===== config.mk =====
export PLATFORM = sky130hd
export DESIGN_NAME = cpt_top
export DESIGN_NICKNAME = d
export VERILOG_FILES = /design/src/include/cpt_pkg.sv /design/src/include/cpt_pace_if.sv /design/src/verilog/cpt_divider.sv /design/src/verilog/cpt_edge_sync.sv /design/src/verilog/cpt_top.sv
export VERILOG_INCLUDE_DIRS = /design/src /design/src/include
export SDC_FILE = /design/constraint.sdc
export NUM_CORES = 1
export LEC_CHECK = 0
export ABC_AREA = 0
export BUFFER_PORTS_ARGS = -buffer_cell sky130_fd_sc_hd__buf_2
export CORE_AREA = 2 2 140 278
export DETAILED_ROUTE_END_ITERATION = 10
export DIE_AREA = 0 0 142 280
export PLACE_DENSITY = 0.7
export SLEW_MARGIN = 20
export SYNTH_ARGS = -nofsm -noshare
export SYNTH_HDL_FRONTEND = slang
export SYNTH_SLANG_ARGS = --single-unit

===== constraint.sdc =====
create_clock -name CLK -period 3.6 [get_ports CLK]
set_input_delay 0.36 -clock CLK [delete_from_list [all_inputs] [get_ports CLK]]
set_output_delay 0.36 -clock CLK [all_outputs]
set_load 0.005 [all_outputs]

===== src/include/cpt_defines.svh =====
`ifndef CPT_DEFINES_SVH
`define CPT_DEFINES_SVH

// register byte offsets
`define CPT_OFF_CTRL 8'h00
`define CPT_OFF_AI_DIV 8'h04
`define CPT_OFF_AO_DIV 8'h08
`define CPT_OFF_THRESH 8'h0c
`define CPT_OFF_DELAY 8'h10
`define CPT_OFF_DIO_DIR 8'h14
`define CPT_OFF_DIO_OUT 8'h18
`define CPT_OFF_DIO_IN 8'h1c
`define CPT_OFF_STATUS 8'h20

// control register fields
`define CPT_CTRL_AI_EN 0
`define CPT_CTRL_AI_EXT 1
`define CPT_CTRL_AI_MODE_LSB 2
`define CPT_CTRL_AI_MODE_MSB 3
`define CPT_CTRL_AI_ANALOG 4
`define CPT_CTRL_AI_FALL 5
`define CPT_CTRL_AO_EN 8
`define CPT_CTRL_AO_EXT 9
`define CPT_CTRL_AO_WAIT 10
`define CPT_CTRL_AO_FALL 11

// status register fields
`define CPT_STAT_AI_RUN 0
`define CPT_STAT_AO_RUN 1
`define CPT_STAT_AI_ARMED 2
`define CPT_STAT_AI_DONE 3
`define CPT_STAT_AO_ARMED 4

// reset values
`define CPT_CTRL_RST 32'h00000000
`define CPT_AI_DIV_RST 32'h000000c8
`define CPT_AO_DIV_RST 32'h00000021
`define CPT_THRESH_RST 16'h8000
`define CPT_DELAY_RST 32'h00000000

// synchronised pin vector positions
`define CPT_PIN_AI_PACE 0
`define CPT_PIN_AO_CLK 1
`define CPT_PIN_TTL0 2
`define CPT_PIN_TTL1 3
`define CPT_PIN_THR0 4
`define CPT_PIN_THR1 5
`define CPT_PIN_AO_TRG 6
`define CPT_PIN_DIO 7

// timing: clocks and pacing rates
`define CPT_SYS_CLK_MHZ 250
`define CPT_TIMEBASE_MHZ 100
`define CPT_TIMEBASE_HZ 64'd100000000
`define CPT_AI_MAX_RATE_SPS 64'd500000
`define CPT_AI_MIN_RATE_MSPS 64'd24
`define CPT_AO_MAX_RATE_SPS 64'd3030303
`define CPT_AI_MIN_DIV 32'(`CPT_TIMEBASE_HZ / `CPT_AI_MAX_RATE_SPS)
`define CPT_AI_MAX_DIV 32'((`CPT_TIMEBASE_HZ * 64'd1000) / `CPT_AI_MIN_RATE_MSPS)
`define CPT_AO_MIN_DIV 32'(`CPT_TIMEBASE_HZ / `CPT_AO_MAX_RATE_SPS)

`endif


===== src/include/cpt_pkg.sv =====
package cpt_pkg;

    typedef enum logic [1:0] {
        CPT_TRG_START,
        CPT_TRG_DELAY_START,
        CPT_TRG_STOP,
        CPT_TRG_DELAY_STOP
    } cpt_trig_mode_e;

    typedef enum logic [2:0] {
        AI_IDLE,
        AI_ARMED,
        AI_PRE_DELAY,
        AI_RUN,
        AI_POST_DELAY,
        AI_DONE
    } cpt_ai_state_e;

    typedef enum logic [1:0] {
        AO_IDLE,
        AO_ARMED,
        AO_RUN
    } cpt_ao_state_e;

endpackage


===== src/include/cpt_pace_if.sv =====
`timescale 1ns/1ps
interface cpt_pace_if;
    logic ce;
    logic tick;
    logic enable;
    logic [31:0] divisor;
    logic pulse;
    modport div (input ce, input tick, input enable, input divisor, output pulse);
    modport ctl (output ce, output tick, output enable, output divisor, input pulse);
endinterface // cpt_pace_if


===== src/verilog/cpt_divider.sv =====
`timescale 1ns/1ps
module cpt_divider (
    // clock and reset
    input wire logic clk,
    input wire logic nrst,
    // divider control and output
    cpt_pace_if.div p
);
    logic [31:0] cnt;
    logic pulse;

    assign p.pulse = pulse;

    // counts time-base ticks, reloads at terminal count
    always_ff @(posedge clk or negedge nrst) begin
        if (!nrst) begin
            cnt <= 32'h00000000;
            pulse <= 1'b0;
        end else if (p.ce) begin
            pulse <= p.enable && p.tick && (cnt <= 32'h00000001);
            if (!p.enable) begin
                cnt <= 32'h00000000;
            end else if (p.tick) begin
                if (cnt <= 32'h00000001) begin
                    cnt <= p.divisor;
                end else begin
                    cnt <= cnt - 32'h00000001;
                end
            end
        end
    end

    chk_div_reload: assert property (@(posedge clk) disable iff (!nrst)
        p.ce && p.enable && p.tick && cnt == 32'h00000001 |=> pulse && cnt == $past(p.divisor))
        else $error("divider did not reload and pulse at terminal count");

endmodule // cpt_divider


===== src/verilog/cpt_edge_sync.sv =====
`timescale 1ns/1ps
module cpt_edge_sync #(
    parameter int W = 8
) (
    // clock and reset
    input wire logic clk,
    input wire logic nrst,
    input wire logic ce,
    // asynchronous pins in, clean levels and edges out
    input wire logic [W-1:0] din,
    output logic [W-1:0] level,
    output logic [W-1:0] rise,
    output logic [W-1:0] fall
);
    genvar i;
    generate
        for (i = 0; i < W; i++) begin : g_bit
            logic s1;
            logic s2;
            logic s3;
            // s1 is read by s2 only
            always_ff @(posedge clk or negedge nrst) begin
                if (!nrst) begin
                    s1 <= 1'b0;
                    s2 <= 1'b0;
                    s3 <= 1'b0;
                end else if (ce) begin
                    s1 <= din[i];
                    s2 <= s1;
                    s3 <= s2;
                end
            end
            assign level[i] = s2;
            assign rise[i] = s2 & ~s3;
            assign fall[i] = ~s2 & s3;
        end
    endgenerate

endmodule // cpt_edge_sync


===== src/verilog/cpt_top.sv =====
// The implementer's own choices: the register offsets and the APB interface to the registers.
`timescale 1ns/1ps
`include "cpt_defines.svh"
// Contract
// - ai pacing divides 100 MHz base, rising edge
// - ai pacing rate 0.024 S/s to 500 KS/s
// - software picks ai pacing source and rate
// - external ai pacing converts on pin rising edge
// - ttl trigger zero/one selected edge raises event
// - threshold crossing up or down raises event
// - 16-bit threshold code written by software
// - ao update clock divides 100MHz by 32 bits
// - ao update rate capped at 3.030303 MS/s
// - external ao clock rising edge updates outputs
// - ttl trigger edge can start continuous output
// - ao trigger polarity rising or falling selectable
// - four ai trigger modes, start stop, delayed
// - 24 digital lines, each input or output
module cpt_top
    import cpt_pkg::*;
#(
    parameter int DIO_W = 24
) (
    // clock, reset, clock enable
    input wire logic CLK,
    input wire logic NRST,
    input wire logic CE,
    // apb slave
    input wire logic PSEL,
    input wire logic PENABLE,
    input wire logic PWRITE,
    input wire logic [7:0] PADDR,
    input wire logic [31:0] PWDATA,
    output logic [31:0] PRDATA,
    output logic PREADY,
    output logic PSLVERR,
    // pacing and trigger pins
    input wire logic INPUT_PACING_CLOCK_PIN,
    input wire logic OUTPUT_PACING_CLOCK_PIN,
    input wire logic TTL_TRIGGER_IN_ZERO,
    input wire logic TTL_TRIGGER_IN_ONE,
    input wire logic THRESHOLD_TRIGGER_IN_ZERO,
    input wire logic THRESHOLD_TRIGGER_IN_ONE,
    input wire logic OUTPUT_TTL_TRIGGER_IN,
    // converter strobes and threshold dac code
    output logic AI_CONV_START,
    output logic AO_UPDATE,
    output logic [15:0] THRESH_CODE,
    // general purpose digital lines
    input wire logic [DIO_W-1:0] DIO_IN,
    output logic [DIO_W-1:0] DIO_OUT,
    output logic [DIO_W-1:0] DIO_OE
);
    localparam int PIN_W = `CPT_PIN_DIO + DIO_W;

    logic [31:0] ctrl;
    logic [31:0] ai_div;
    logic [31:0] ao_div;
    logic [31:0] delay;
    logic [31:0] dcnt;
    logic [8:0] tb_acc;
    logic tb_tick;
    logic [PIN_W-1:0] pins;
    logic [PIN_W-1:0] pin_lvl;
    logic [PIN_W-1:0] pin_rise;
    logic [PIN_W-1:0] pin_fall;
    logic [31:0] rdata;
    logic rhit;
    cpt_ai_state_e ai_state;
    cpt_ao_state_e ao_state;
    cpt_trig_mode_e ai_mode;

    // ---------------- apb access
    wire apb_acc = PSEL && PENABLE && !PREADY;
    wire apb_done = PSEL && PENABLE && PREADY;
    wire wr = apb_done && PWRITE;

    always_ff @(posedge CLK or negedge NRST) begin
        if (!NRST) begin
            PREADY <= 1'b0;
            PRDATA <= 32'h00000000;
            PSLVERR <= 1'b0;
        end else if (CE) begin
            PREADY <= apb_acc;
            if (apb_acc) begin
                PRDATA <= PWRITE ? 32'h00000000 : rdata;
                PSLVERR <= !rhit;
            end else begin
                PSLVERR <= 1'b0;
            end
        end
    end

    // divisors clamped into the legal pacing range
    wire [31:0] ai_div_w = (PWDATA < `CPT_AI_MIN_DIV) ? `CPT_AI_MIN_DIV :
                           (PWDATA > `CPT_AI_MAX_DIV) ? `CPT_AI_MAX_DIV : PWDATA;
    wire [31:0] ao_div_w = (PWDATA < `CPT_AO_MIN_DIV) ? `CPT_AO_MIN_DIV : PWDATA;

    always_ff @(posedge CLK or negedge NRST) begin
        if (!NRST) begin
            ctrl <= `CPT_CTRL_RST;
            ai_div <= `CPT_AI_DIV_RST;
            ao_div <= `CPT_AO_DIV_RST;
            THRESH_CODE <= `CPT_THRESH_RST;
            delay <= `CPT_DELAY_RST;
            DIO_OE <= '0;
            DIO_OUT <= '0;
        end else if (CE && wr) begin
            case (PADDR)
                `CPT_OFF_CTRL: ctrl <= PWDATA;
                `CPT_OFF_AI_DIV: ai_div <= ai_div_w;
                `CPT_OFF_AO_DIV: ao_div <= ao_div_w;
                `CPT_OFF_THRESH: THRESH_CODE <= PWDATA[15:0];
                `CPT_OFF_DELAY: delay <= PWDATA;
                `CPT_OFF_DIO_DIR: DIO_OE <= PWDATA[DIO_W-1:0];
                `CPT_OFF_DIO_OUT: DIO_OUT <= PWDATA[DIO_W-1:0];
                default: ;
            endcase
        end
    end

    always_comb begin
        rdata = 32'h00000000;
        rhit = 1'b1;
        case (PADDR)
            `CPT_OFF_CTRL: rdata = ctrl;
            `CPT_OFF_AI_DIV: rdata = ai_div;
            `CPT_OFF_AO_DIV: rdata = ao_div;
            `CPT_OFF_THRESH: rdata[15:0] = THRESH_CODE;
            `CPT_OFF_DELAY: rdata = delay;
            `CPT_OFF_DIO_DIR: rdata[DIO_W-1:0] = DIO_OE;
            `CPT_OFF_DIO_OUT: rdata[DIO_W-1:0] = DIO_OUT;
            `CPT_OFF_DIO_IN: rdata[DIO_W-1:0] = pin_lvl[PIN_W-1:`CPT_PIN_DIO];
            `CPT_OFF_STATUS: begin
                rdata[`CPT_STAT_AI_RUN] = (ai_state == AI_RUN) || (ai_state == AI_POST_DELAY);
                rdata[`CPT_STAT_AO_RUN] = (ao_state == AO_RUN);
                rdata[`CPT_STAT_AI_ARMED] = (ai_state == AI_ARMED) || (ai_state == AI_PRE_DELAY);
                rdata[`CPT_STAT_AI_DONE] = (ai_state == AI_DONE);
                rdata[`CPT_STAT_AO_ARMED] = (ao_state == AO_ARMED);
            end
            default: rhit = 1'b0;
        endcase
    end

    // ---------------- 100 MHz time base from the 250 MHz clock
    wire [9:0] tb_sum = {1'b0, tb_acc} + 10'(`CPT_TIMEBASE_MHZ);

    always_ff @(posedge CLK or negedge NRST) begin
        if (!NRST) begin
            tb_acc <= 9'h000;
            tb_tick <= 1'b0;
        end else if (CE) begin
            if (tb_sum >= 10'(`CPT_SYS_CLK_MHZ)) begin
                tb_acc <= 9'(tb_sum - 10'(`CPT_SYS_CLK_MHZ));
                tb_tick <= 1'b1;
            end else begin
                tb_acc <= tb_sum[8:0];
                tb_tick <= 1'b0;
            end
        end
    end

    // ---------------- pin synchronisers and edge detect
    assign pins = {DIO_IN, OUTPUT_TTL_TRIGGER_IN, THRESHOLD_TRIGGER_IN_ONE, THRESHOLD_TRIGGER_IN_ZERO,
                   TTL_TRIGGER_IN_ONE, TTL_TRIGGER_IN_ZERO, OUTPUT_PACING_CLOCK_PIN, INPUT_PACING_CLOCK_PIN};

    cpt_edge_sync #(.W(PIN_W)) u_sync (
        .clk(CLK),
        .nrst(NRST),
        .ce(CE),
        .din(pins),
        .level(pin_lvl),
        .rise(pin_rise),
        .fall(pin_fall)
    );

    // ---------------- pacing dividers
    wire ai_en = ctrl[`CPT_CTRL_AI_EN];
    wire ai_ext = ctrl[`CPT_CTRL_AI_EXT];
    wire ao_en = ctrl[`CPT_CTRL_AO_EN];
    wire ao_ext = ctrl[`CPT_CTRL_AO_EXT];

    cpt_pace_if ai_if ();
    cpt_pace_if ao_if ();

    assign ai_if.ce = CE;
    assign ai_if.tick = tb_tick;
    assign ai_if.enable = ai_en && !ai_ext;
    assign ai_if.divisor = ai_div;
    assign ao_if.ce = CE;
    assign ao_if.tick = tb_tick;
    assign ao_if.enable = ao_en && !ao_ext;
    assign ao_if.divisor = ao_div;

    cpt_divider u_ai_div (
        .clk(CLK),
        .nrst(NRST),
        .p(ai_if.div)
    );

    cpt_divider u_ao_div (
        .clk(CLK),
        .nrst(NRST),
        .p(ao_if.div)
    );

    wire ai_pace = ai_ext ? pin_rise[`CPT_PIN_AI_PACE] : ai_if.pulse;
    wire ao_pace = ao_ext ? pin_rise[`CPT_PIN_AO_CLK] : ao_if.pulse;

    // ---------------- trigger events
    wire ai_fall = ctrl[`CPT_CTRL_AI_FALL];
    wire [1:0] ttl_edge = ai_fall ? pin_fall[`CPT_PIN_TTL1:`CPT_PIN_TTL0] : pin_rise[`CPT_PIN_TTL1:`CPT_PIN_TTL0];
    wire [1:0] thr_edge = ai_fall ? pin_fall[`CPT_PIN_THR1:`CPT_PIN_THR0] : pin_rise[`CPT_PIN_THR1:`CPT_PIN_THR0];
    wire ai_trig = ctrl[`CPT_CTRL_AI_ANALOG] ? |thr_edge : |ttl_edge;
    wire ao_trig = ctrl[`CPT_CTRL_AO_FALL] ? pin_fall[`CPT_PIN_AO_TRG] : pin_rise[`CPT_PIN_AO_TRG];

    assign ai_mode = cpt_trig_mode_e'(ctrl[`CPT_CTRL_AI_MODE_MSB:`CPT_CTRL_AI_MODE_LSB]);

    // ---------------- ai trigger sequencer, delay counted in pacing clocks
    always_ff @(posedge CLK or negedge NRST) begin
        if (!NRST) begin
            ai_state <= AI_IDLE;
            dcnt <= 32'h00000000;
        end else if (CE) begin
            if (!ai_en) begin
                ai_state <= AI_IDLE;
            end else begin
                case (ai_state)
                    AI_IDLE: begin
                        if (ai_mode == CPT_TRG_START || ai_mode == CPT_TRG_DELAY_START) begin
                            ai_state <= AI_ARMED;
                        end else begin
                            ai_state <= AI_RUN;
                        end
                    end
                    AI_ARMED: begin
                        if (ai_trig) begin
                            dcnt <= delay;
                            ai_state <= (ai_mode == CPT_TRG_DELAY_START) ? AI_PRE_DELAY : AI_RUN;
                        end
                    end
                    AI_PRE_DELAY: begin
                        if (dcnt == 32'h00000000) begin
                            ai_state <= AI_RUN;
                        end else if (ai_pace) begin
                            dcnt <= dcnt - 32'h00000001;
                        end
                    end
                    AI_RUN: begin
                        if (ai_trig && ai_mode == CPT_TRG_STOP) begin
                            ai_state <= AI_DONE;
                        end else if (ai_trig && ai_mode == CPT_TRG_DELAY_STOP) begin
                            dcnt <= delay;
                            ai_state <= AI_POST_DELAY;
                        end
                    end
                    AI_POST_DELAY: begin
                        if (dcnt == 32'h00000000) begin
                            ai_state <= AI_DONE;
                        end else if (ai_pace) begin
                            dcnt <= dcnt - 32'h00000001;
                        end
                    end
                    AI_DONE: ai_state <= AI_DONE;
                    default: ai_state <= AI_IDLE;
                endcase
            end
        end
    end

    // ---------------- ao start sequencer
    always_ff @(posedge CLK or negedge NRST) begin
        if (!NRST) begin
            ao_state <= AO_IDLE;
        end else if (CE) begin
            if (!ao_en) begin
                ao_state <= AO_IDLE;
            end else begin
                case (ao_state)
                    AO_IDLE: ao_state <= ctrl[`CPT_CTRL_AO_WAIT] ? AO_ARMED : AO_RUN;
                    AO_ARMED: begin
                        if (ao_trig) begin
                            ao_state <= AO_RUN;
                        end
                    end
                    AO_RUN: ao_state <= AO_RUN;
                    default: ao_state <= AO_IDLE;
                endcase
            end
        end
    end

    // ---------------- converter strobes
    wire ai_running = (ai_state == AI_RUN) || (ai_state == AI_POST_DELAY);

    always_ff @(posedge CLK or negedge NRST) begin
        if (!NRST) begin
            AI_CONV_START <= 1'b0;
            AO_UPDATE <= 1'b0;
        end else if (CE) begin
            AI_CONV_START <= ai_pace && ai_running;
            AO_UPDATE <= ao_pace && (ao_state == AO_RUN);
        end
    end

    // ---------------- checks
    chk_ai_div_range: assert property (@(posedge CLK) disable iff (!NRST)
        ai_div >= `CPT_AI_MIN_DIV && ai_div <= `CPT_AI_MAX_DIV)
        else $error("ai divisor outside legal pacing range");

    chk_ao_div_min: assert property (@(posedge CLK) disable iff (!NRST)
        ao_div >= `CPT_AO_MIN_DIV)
        else $error("ao divisor allows a rate above the maximum");

    chk_ai_ext_edge: assert property (@(posedge CLK) disable iff (!NRST)
        CE && ai_ext && ai_running && pin_rise[`CPT_PIN_AI_PACE] |=> AI_CONV_START)
        else $error("external ai pacing edge did not start a conversion");

    chk_ai_int_gate: assert property (@(posedge CLK) disable iff (!NRST)
        CE && !ai_ext && !ai_if.pulse |=> !AI_CONV_START)
        else $error("internal ai conversion without a divider pulse");

    chk_dtrg_start: assert property (@(posedge CLK) disable iff (!NRST)
        CE && ai_en && ai_state == AI_ARMED && ai_mode == CPT_TRG_START && !ctrl[`CPT_CTRL_AI_ANALOG]
        && ttl_edge != 2'b00 |=> ai_state == AI_RUN)
        else $error("ttl trigger edge did not start acquisition");

    chk_atrg_stop: assert property (@(posedge CLK) disable iff (!NRST)
        CE && ai_en && ai_state == AI_RUN && ai_mode == CPT_TRG_STOP && ctrl[`CPT_CTRL_AI_ANALOG]
        && thr_edge != 2'b00 |=> ai_state == AI_DONE ##1 !AI_CONV_START)
        else $error("threshold crossing did not stop acquisition");

    chk_thresh_write: assert property (@(posedge CLK) disable iff (!NRST)
        CE && wr && PADDR == `CPT_OFF_THRESH |=> THRESH_CODE == $past(PWDATA[15:0]))
        else $error("threshold code not taken from software write");

    chk_ao_trig_start: assert property (@(posedge CLK) disable iff (!NRST)
        CE && ao_en && ao_state == AO_ARMED && ao_trig |=> ao_state == AO_RUN)
        else $error("ao trigger edge did not start output");

    chk_ao_ext_edge: assert property (@(posedge CLK) disable iff (!NRST)
        CE && ao_ext && ao_state == AO_RUN && pin_rise[`CPT_PIN_AO_CLK] |=> AO_UPDATE)
        else $error("external ao clock edge did not update outputs");

    chk_dio_dir: assert property (@(posedge CLK) disable iff (!NRST)
        CE && wr && PADDR == `CPT_OFF_DIO_DIR |=> DIO_OE == $past(PWDATA[DIO_W-1:0]))
        else $error("digital line direction not taken from write");

    chk_apb_wait: assert property (@(posedge CLK) disable iff (!NRST)
        CE && apb_acc |=> PREADY ##1 !PREADY)
        else $error("apb ready not raised after one wait cycle");

endmodule // cpt_top


[Word-level counts from Yosys, hierarchy flattened]
Cells that the tools add are included.
Cells by class
  add/sub/neg operators: 5
  multipliers: 0
  divide/modulo/power cells: 0
  $lt $le $gt $ge: 6
  equality and inequality tests: 30
  shift operators: 0
  muxes and demuxes: 43
  bitwise gates (word level): 24
  reduce and logical (&&, ||, !) cells: 45
Operator list (count)
  2-to-1 mux 32 bit: 15
  case mux 32 bit (3 select lines): 1
  subtractor 32 x 1 -> 32 bit, second input constant: 3
  case mux 11 bit (8 select lines): 1
  less-or-equal comparator 32 x 1 -> 1 bit, second input constant: 2
  case mux 8 bit (7 select lines): 1
  case mux 5 bit (9 select lines): 1
  == test 8 x 5 -> 1 bit, second input constant: 4
  greater-than comparator 32 bit, second input constant: 1
  logical NOT 32 bit: 1
  < comparator 32 x 6 -> 1 bit, second input constant: 1
  < comparator 32 x 8 -> 1 bit, second input constant: 1
  case mux 8 bit (4 select lines): 1
  AND reduction 2 bit: 11
  2-to-1 mux 3 bit: 6
  case mux 3 bit (6 select lines): 1
  == test 8 x 4 -> 1 bit, second input constant: 2
  logical AND 1 bit: 15
  bitwise AND 1 bit: 12
  2-to-1 mux 2 bit: 6
  != test 2 bit, second input constant: 6
  NOT 1 bit: 12
  adder 9 x 7 -> 10 bit, second input constant: 1
  greater-or-equal comparator 10 x 8 -> 1 bit, second input constant: 1
  25 further kinds: 47
Word-level totals
  bits in registers: 410
  latch bits: 0
  memory bits (writable): 0
  bits in read-only memories: 0
  bits of input ports: 77
  output and inout port bits: 100
  word-level logic and storage cells: 243
  memories: 0

[Logic depth before layout (Yosys ltp)]
  word-level depth: 10
  mapped depth: 10

[Cells and area by module]
A second synthesis with hierarchy kept.
Second synthesis, totals
  cell total of the unflattened synthesis: 2125
  area, all modules: 22574.2 um^2
By module, submodules not included
  cpt_top: times used 1, cells an instance 1314, area each 13643.1 um^2, seq. area each 6864.1 um^2
  cpt_divider: times used 2, cells an instance 261, area each 2288.4 um^2, seq. area each 825.8 um^2
  cpt_edge_sync: times used 1, cells an instance 289, area each 4354.2 um^2, seq. area each 2327.2 um^2

[Worst setup path after synthesis]
No wires, ideal clock.
  kind: reg-to-reg
  start: reg u_ao_div.cnt[0]
  end: reg u_ao_div.cnt[30]
  setup time: 0.127 ns
  arrival time: 2.437 ns
  required time: 3.473 ns
  setup slack: 1.035 ns
  stages on the path, launching flop included: 9
  path buffers: 0
  path through: dfrtp_1 > inv_1 > ha_1 > or4b_2 > nor2_1 > nand4_1 > or4_1 > a211oi_1 > o21ai_0
On the way
  longest elaborated chain between the ends: 4
RTL lines
  start: declaration: RTL line cpt_divider.sv:9  | logic [31:0] cnt;
  start signal: assignment: RTL line cpt_divider.sv:25  | cnt <= p.divisor;
  start signal: assignment: RTL line cpt_divider.sv:27  | cnt <= cnt - 32'h00000001;
  subtractor 32 x 1 -> 32 bit or less-or-equal comparator 32 x 1 -> 1 bit (tied branches): RTL line cpt_divider.sv:27, cpt_divider.sv:24
  2-to-1 mux 32 bit (*): RTL line cpt_divider.sv:24  | if (cnt <= 32'h00000001) begin
  2-to-1 mux 32 bit (*): RTL line cpt_divider.sv:23  | end else if (p.tick) begin
  2-to-1 mux 32 bit (*): RTL line cpt_divider.sv:21  | if (!p.enable) begin
Every way passes the cells marked *; elsewhere a longest branch is shown, timed or not. The select of a mux whose other input is x is not followed.
A chain may end at the register's enable or synchronous reset.

[Worst setup path in the final report]
  start: reg u_ai_div.cnt[22]
  end: reg u_ai_div.cnt[30]
On the way
  longest elaborated chain between the ends: 4
RTL lines (RTL line)
  start: declaration: cpt_divider.sv:9
  start signal: assignment: cpt_divider.sv:25
  start signal: assignment: cpt_divider.sv:27
  subtractor 32 x 1 -> 32 bit or less-or-equal comparator 32 x 1 -> 1 bit (tied branches): cpt_divider.sv:27, cpt_divider.sv:24
  2-to-1 mux 32 bit (*): cpt_divider.sv:24
  2-to-1 mux 32 bit (*): cpt_divider.sv:23
  2-to-1 mux 32 bit (*): cpt_divider.sv:21
Marks and branches as above.

==> results.sh <==
export IMPL_status="finished clean"
export IMPL_cts_sinks=409
export IMPL_synth_adder_area_share_pct=0.967
export IMPL_end_kind="flop"
export IMPL_area_growth_pct=14.2
export IMPL_postLayoutCoreUtil_pct=61.8
export IMPL_netlist_area_mm2=0.0204
export IMPL_synth_cells=1934
export IMPL_worstReg2RegStart="u_ai_div.cnt[22]$_DFFE_PN0P_"
export IMPL_yosys_warnings=0
export IMPL_synth_most_common_cell="dfrtp_1"
export IMPL_grt_total_usage_pct=35.2
export IMPL_routed_wl_mm=69.7
export IMPL_design_area_mm2=0.0233
export IMPL_async_flop_share_pct=100
export IMPL_cp_required_ns=4.06
export IMPL_layout_min_cycle_time_ns=3.06
export IMPL_synthXorXnorAreaFrac_pct=0.386
export IMPL_relSlewSlack_pct=36.7
export IMPL_cp_data_arrival_time_ns=3.51
export IMPL_core_area_mm2=0.0378
export IMPL_row_count=101
export IMPL_die_h_um=280
export IMPL_ys_ff_latch=409
export IMPL_cts_buffers_inserted=38
export IMPL_htree_levels=2
export IMPL_grt_pass1_wl_mm=106
export IMPL_crit_type="reg -> reg"
export IMPL_hold_viol_final=0
export IMPL_placed_area_mm2=0.0220
export IMPL_yosys_area_share_simple_pct=12.8
export IMPL_clockBufferDepth=3
export IMPL_place_gp_congestion=0.991
export IMPL_synth_top_family_by_area="compound AO/OA/AOI/OAI gates"
export IMPL_yosysTopAreaCellShare_pct=49.3
export IMPL_grt_pass1_vias=17524
export IMPL_finalMaxSlewViolations=0
export IMPL_max_clock_freq_ghz=0.327
export IMPL_ant_nets=0
export IMPL_io_buffer_count=176
export IMPL_grt_max_degree=89
export IMPL_vias=17336
export IMPL_final_instance_count_excl_fill=2581
export IMPL_fin_nets=2180
export IMPL_cts_clk_slew_worst_paths_ns=0.07
export IMPL_die_width_um=142
export IMPL_dp_cells=2510
export IMPL_drv_cap=0
export IMPL_ys_flop_type="dfrtp_1"
export IMPL_rsz0062_at_grt="no"
export IMPL_drive_above_1_share_pct=26.7
export IMPL_avgSynthCellArea_um2=10.6
export IMPL_setup_viol=0
export IMPL_hold_path_class="in -> reg"
export IMPL_drt_iter0_drc=1593
export IMPL_hold_ws_ns=0.0319
export IMPL_rrSetupSlack_ns=0.54
export IMPL_boundaryPins=177
export IMPL_synth_top_cells_by_area="dfrtp_1, mux2_2, o21ai_0, a21oi_1, nand2_1"
export IMPL_synth_compound_area_share_pct=18.7
export IMPL_synth_edf_count=0
export IMPL_place_hpwl_mm=51.8
export IMPL_worst_slew_pin_transition_ns=0.950
export IMPL_synthMuxAreaShare_pct=13.3
export IMPL_setup_worst_path_end="u_ai_div.cnt[30]$_DFFE_PN0P_"
export IMPL_viasPerCell=6.72
export IMPL_peakVddDrop_v=0.000447
export IMPL_start_util_pct=54.1
export IMPL_setup_tns_ns=0
export IMPL_timing_rr_end="u_ai_div.cnt[30]$_DFFE_PN0P_"
export IMPL_syn_num_nets=2026
export IMPL_p_leak_nw=10.9
export IMPL_remaining_drc_errors=0
export IMPL_cts_setup_buffers=0
export IMPL_wl_per_cell_um=27.0
export IMPL_dieArea_mm2=0.0398
export IMPL_clock_latency_ns=0.56
export IMPL_tritoncts="built"
export IMPL_crit_fanout=7
export IMPL_synthTopCellsByCount="dfrtp_1, mux2_2, nand2_1, o21ai_0, a21oi_1"
export IMPL_clock_root_buffer="clkbuf_16"
export IMPL_clock_skew_ns=0.0299
export IMPL_netlist_top_cell_by_area="dfrtp_1"
export IMPL_antenna_found_initial=4
export IMPL_grt_overflow=0
export IMPL_r2r_cells=6
export IMPL_startpoint="u_ai_div.cnt[22]$_DFFE_PN0P_"
export IMPL_dr_pass1_iters=5
export IMPL_cp_start_kind="flop"
export IMPL_power_density_mw_per_mm2=518
export IMPL_synthDistinctLibCells=84
export IMPL_min_period_over_period_pct=84.9
export IMPL_n_fill_cell=3089
export IMPL_seq_area_frac_synth_pct=50.1
[flip-flops by register name, summed over array words and instances (netlist names), 24 cells and up]
name             count
DIO_OE              24
u_ao_div.cnt        32
dcnt                32
u_sync.g_bit.s1     31
DIO_OUT             24
u_ai_div.cnt        32
delay               32
u_sync.g_bit.s2     31
ao_div              32
ai_div              32
ctrl                32
PRDATA              32
[routing by layer]
layer	GRT usage, %	share of wire [%]	up-vias
li1	-	-	7565
met1	39.4	35	8644
met2	60.8	51	852
met3	4.06	5.8	275
met4	26.6	8.9	0
met5	0	0	-
[cells in the final DEF (no fill, tap or decap), drive strengths merged, types with 18 or more instances in the layout]
cell | netlist | layout
a21o | 18 | 18
a21oi | 116 | 116
a22o | 46 | 46
a22oi | 41 | 41
buf | 36 | 243
clkbuf | 94 | 46
dfrtp | 403 | 403
inv | 52 | 53
mux2 | 214 | 214
mux2i | 25 | 25
nand2 | 138 | 138
nand3 | 32 | 32
nor2 | 106 | 106
nor3 | 69 | 69
nor4 | 42 | 42
o21ai | 143 | 143
o22ai | 34 | 34
o2bb2ai | 20 | 20
or3 | 18 | 18
[critical path, stage by stage (launching register included)]
cell and delay (ns):
dfrtp_1 0.44, or4_1 0.63, nor4_1 0.45, nand4_1 0.41, nor2_1 0.75, a221oi_1 0.16, o21ai_0 0.12
[area by class of cell]
cell class | instances | area (µm²) | share of cell area [%]
Antenna cell | 4 | 10.0 | 0.0429
Clock buffer | 46 | 1040 | 4.46
Clock inverter | 20 | 273 | 1.17
Tap cell | 463 | 579 | 2.48
Timing Repair Buffer | 244 | 1520 | 6.51
Inverter | 52 | 195 | 0.836
Sequential cell | 409 | 10200 | 43.9
Multi-Input combinational cell | 1343 | 9490 | 40.6
[how the worst min path moves through the flow]
stage / endpoint / cells after the start / slack [ns] / from
after floorplan: AI_CONV_START$_DFFE_PN0P_ / 0 / 0.06 / NRST
after CTS: u_sync.g_bit[30].s1$_DFFE_PN0P_ / 2 / 0.02 / DIO_IN[23]
final: u_sync.g_bit[30].s1$_DFFE_PN0P_ / 2 / 0.03 / DIO_IN[23]
after global placement: tb_acc[7]$_DFFE_PN0P_ / 1 / 0.29 / NRST
after global routing: u_sync.g_bit[30].s1$_DFFE_PN0P_ / 2 / 0.03 / DIO_IN[23]
after detailed placement: tb_acc[7]$_DFFE_PN0P_ / 1 / 0.29 / NRST
[cell families (layout without fill, tap and decap cells)]
family	after synthesis	count (layout)
AOI/OAI and AO/OA	568	568
and+or+nand+nor	508	508
DFF	409	409
muxes	242	242
buffers and inverters	182	362
adders and majority gates	16	16
xor gates and xnor gates	9	9
other	0	4
[report_power, final]
group          internal, mW  switching [mW]  total, mW
Sequential             4.91           0.382       5.29
Combinational         0.907            1.54       2.44
Clock                  2.51            1.86       4.36
Total                  8.32            3.77       12.1
[repair_timing]
| item | CTS | global route |
|---|---|---|
| endpoints found under the hold margin | 37 | 0 |
| hold buffers | 1 | 0 |
| gates resized for setup | 0 | 0 |
[metrics by stage]
step | power [mW] | worst slack [ns]
after global routing | 12.6 | 0.423
after detailed placement | 7.77 | 0.684
after global placement | 7.69 | 0.692
after CTS | 12.1 | 0.646
final | 12.1 | 0.542
after floorplan | 6.98 | 1.04
(Power assumes the default switching activity.)
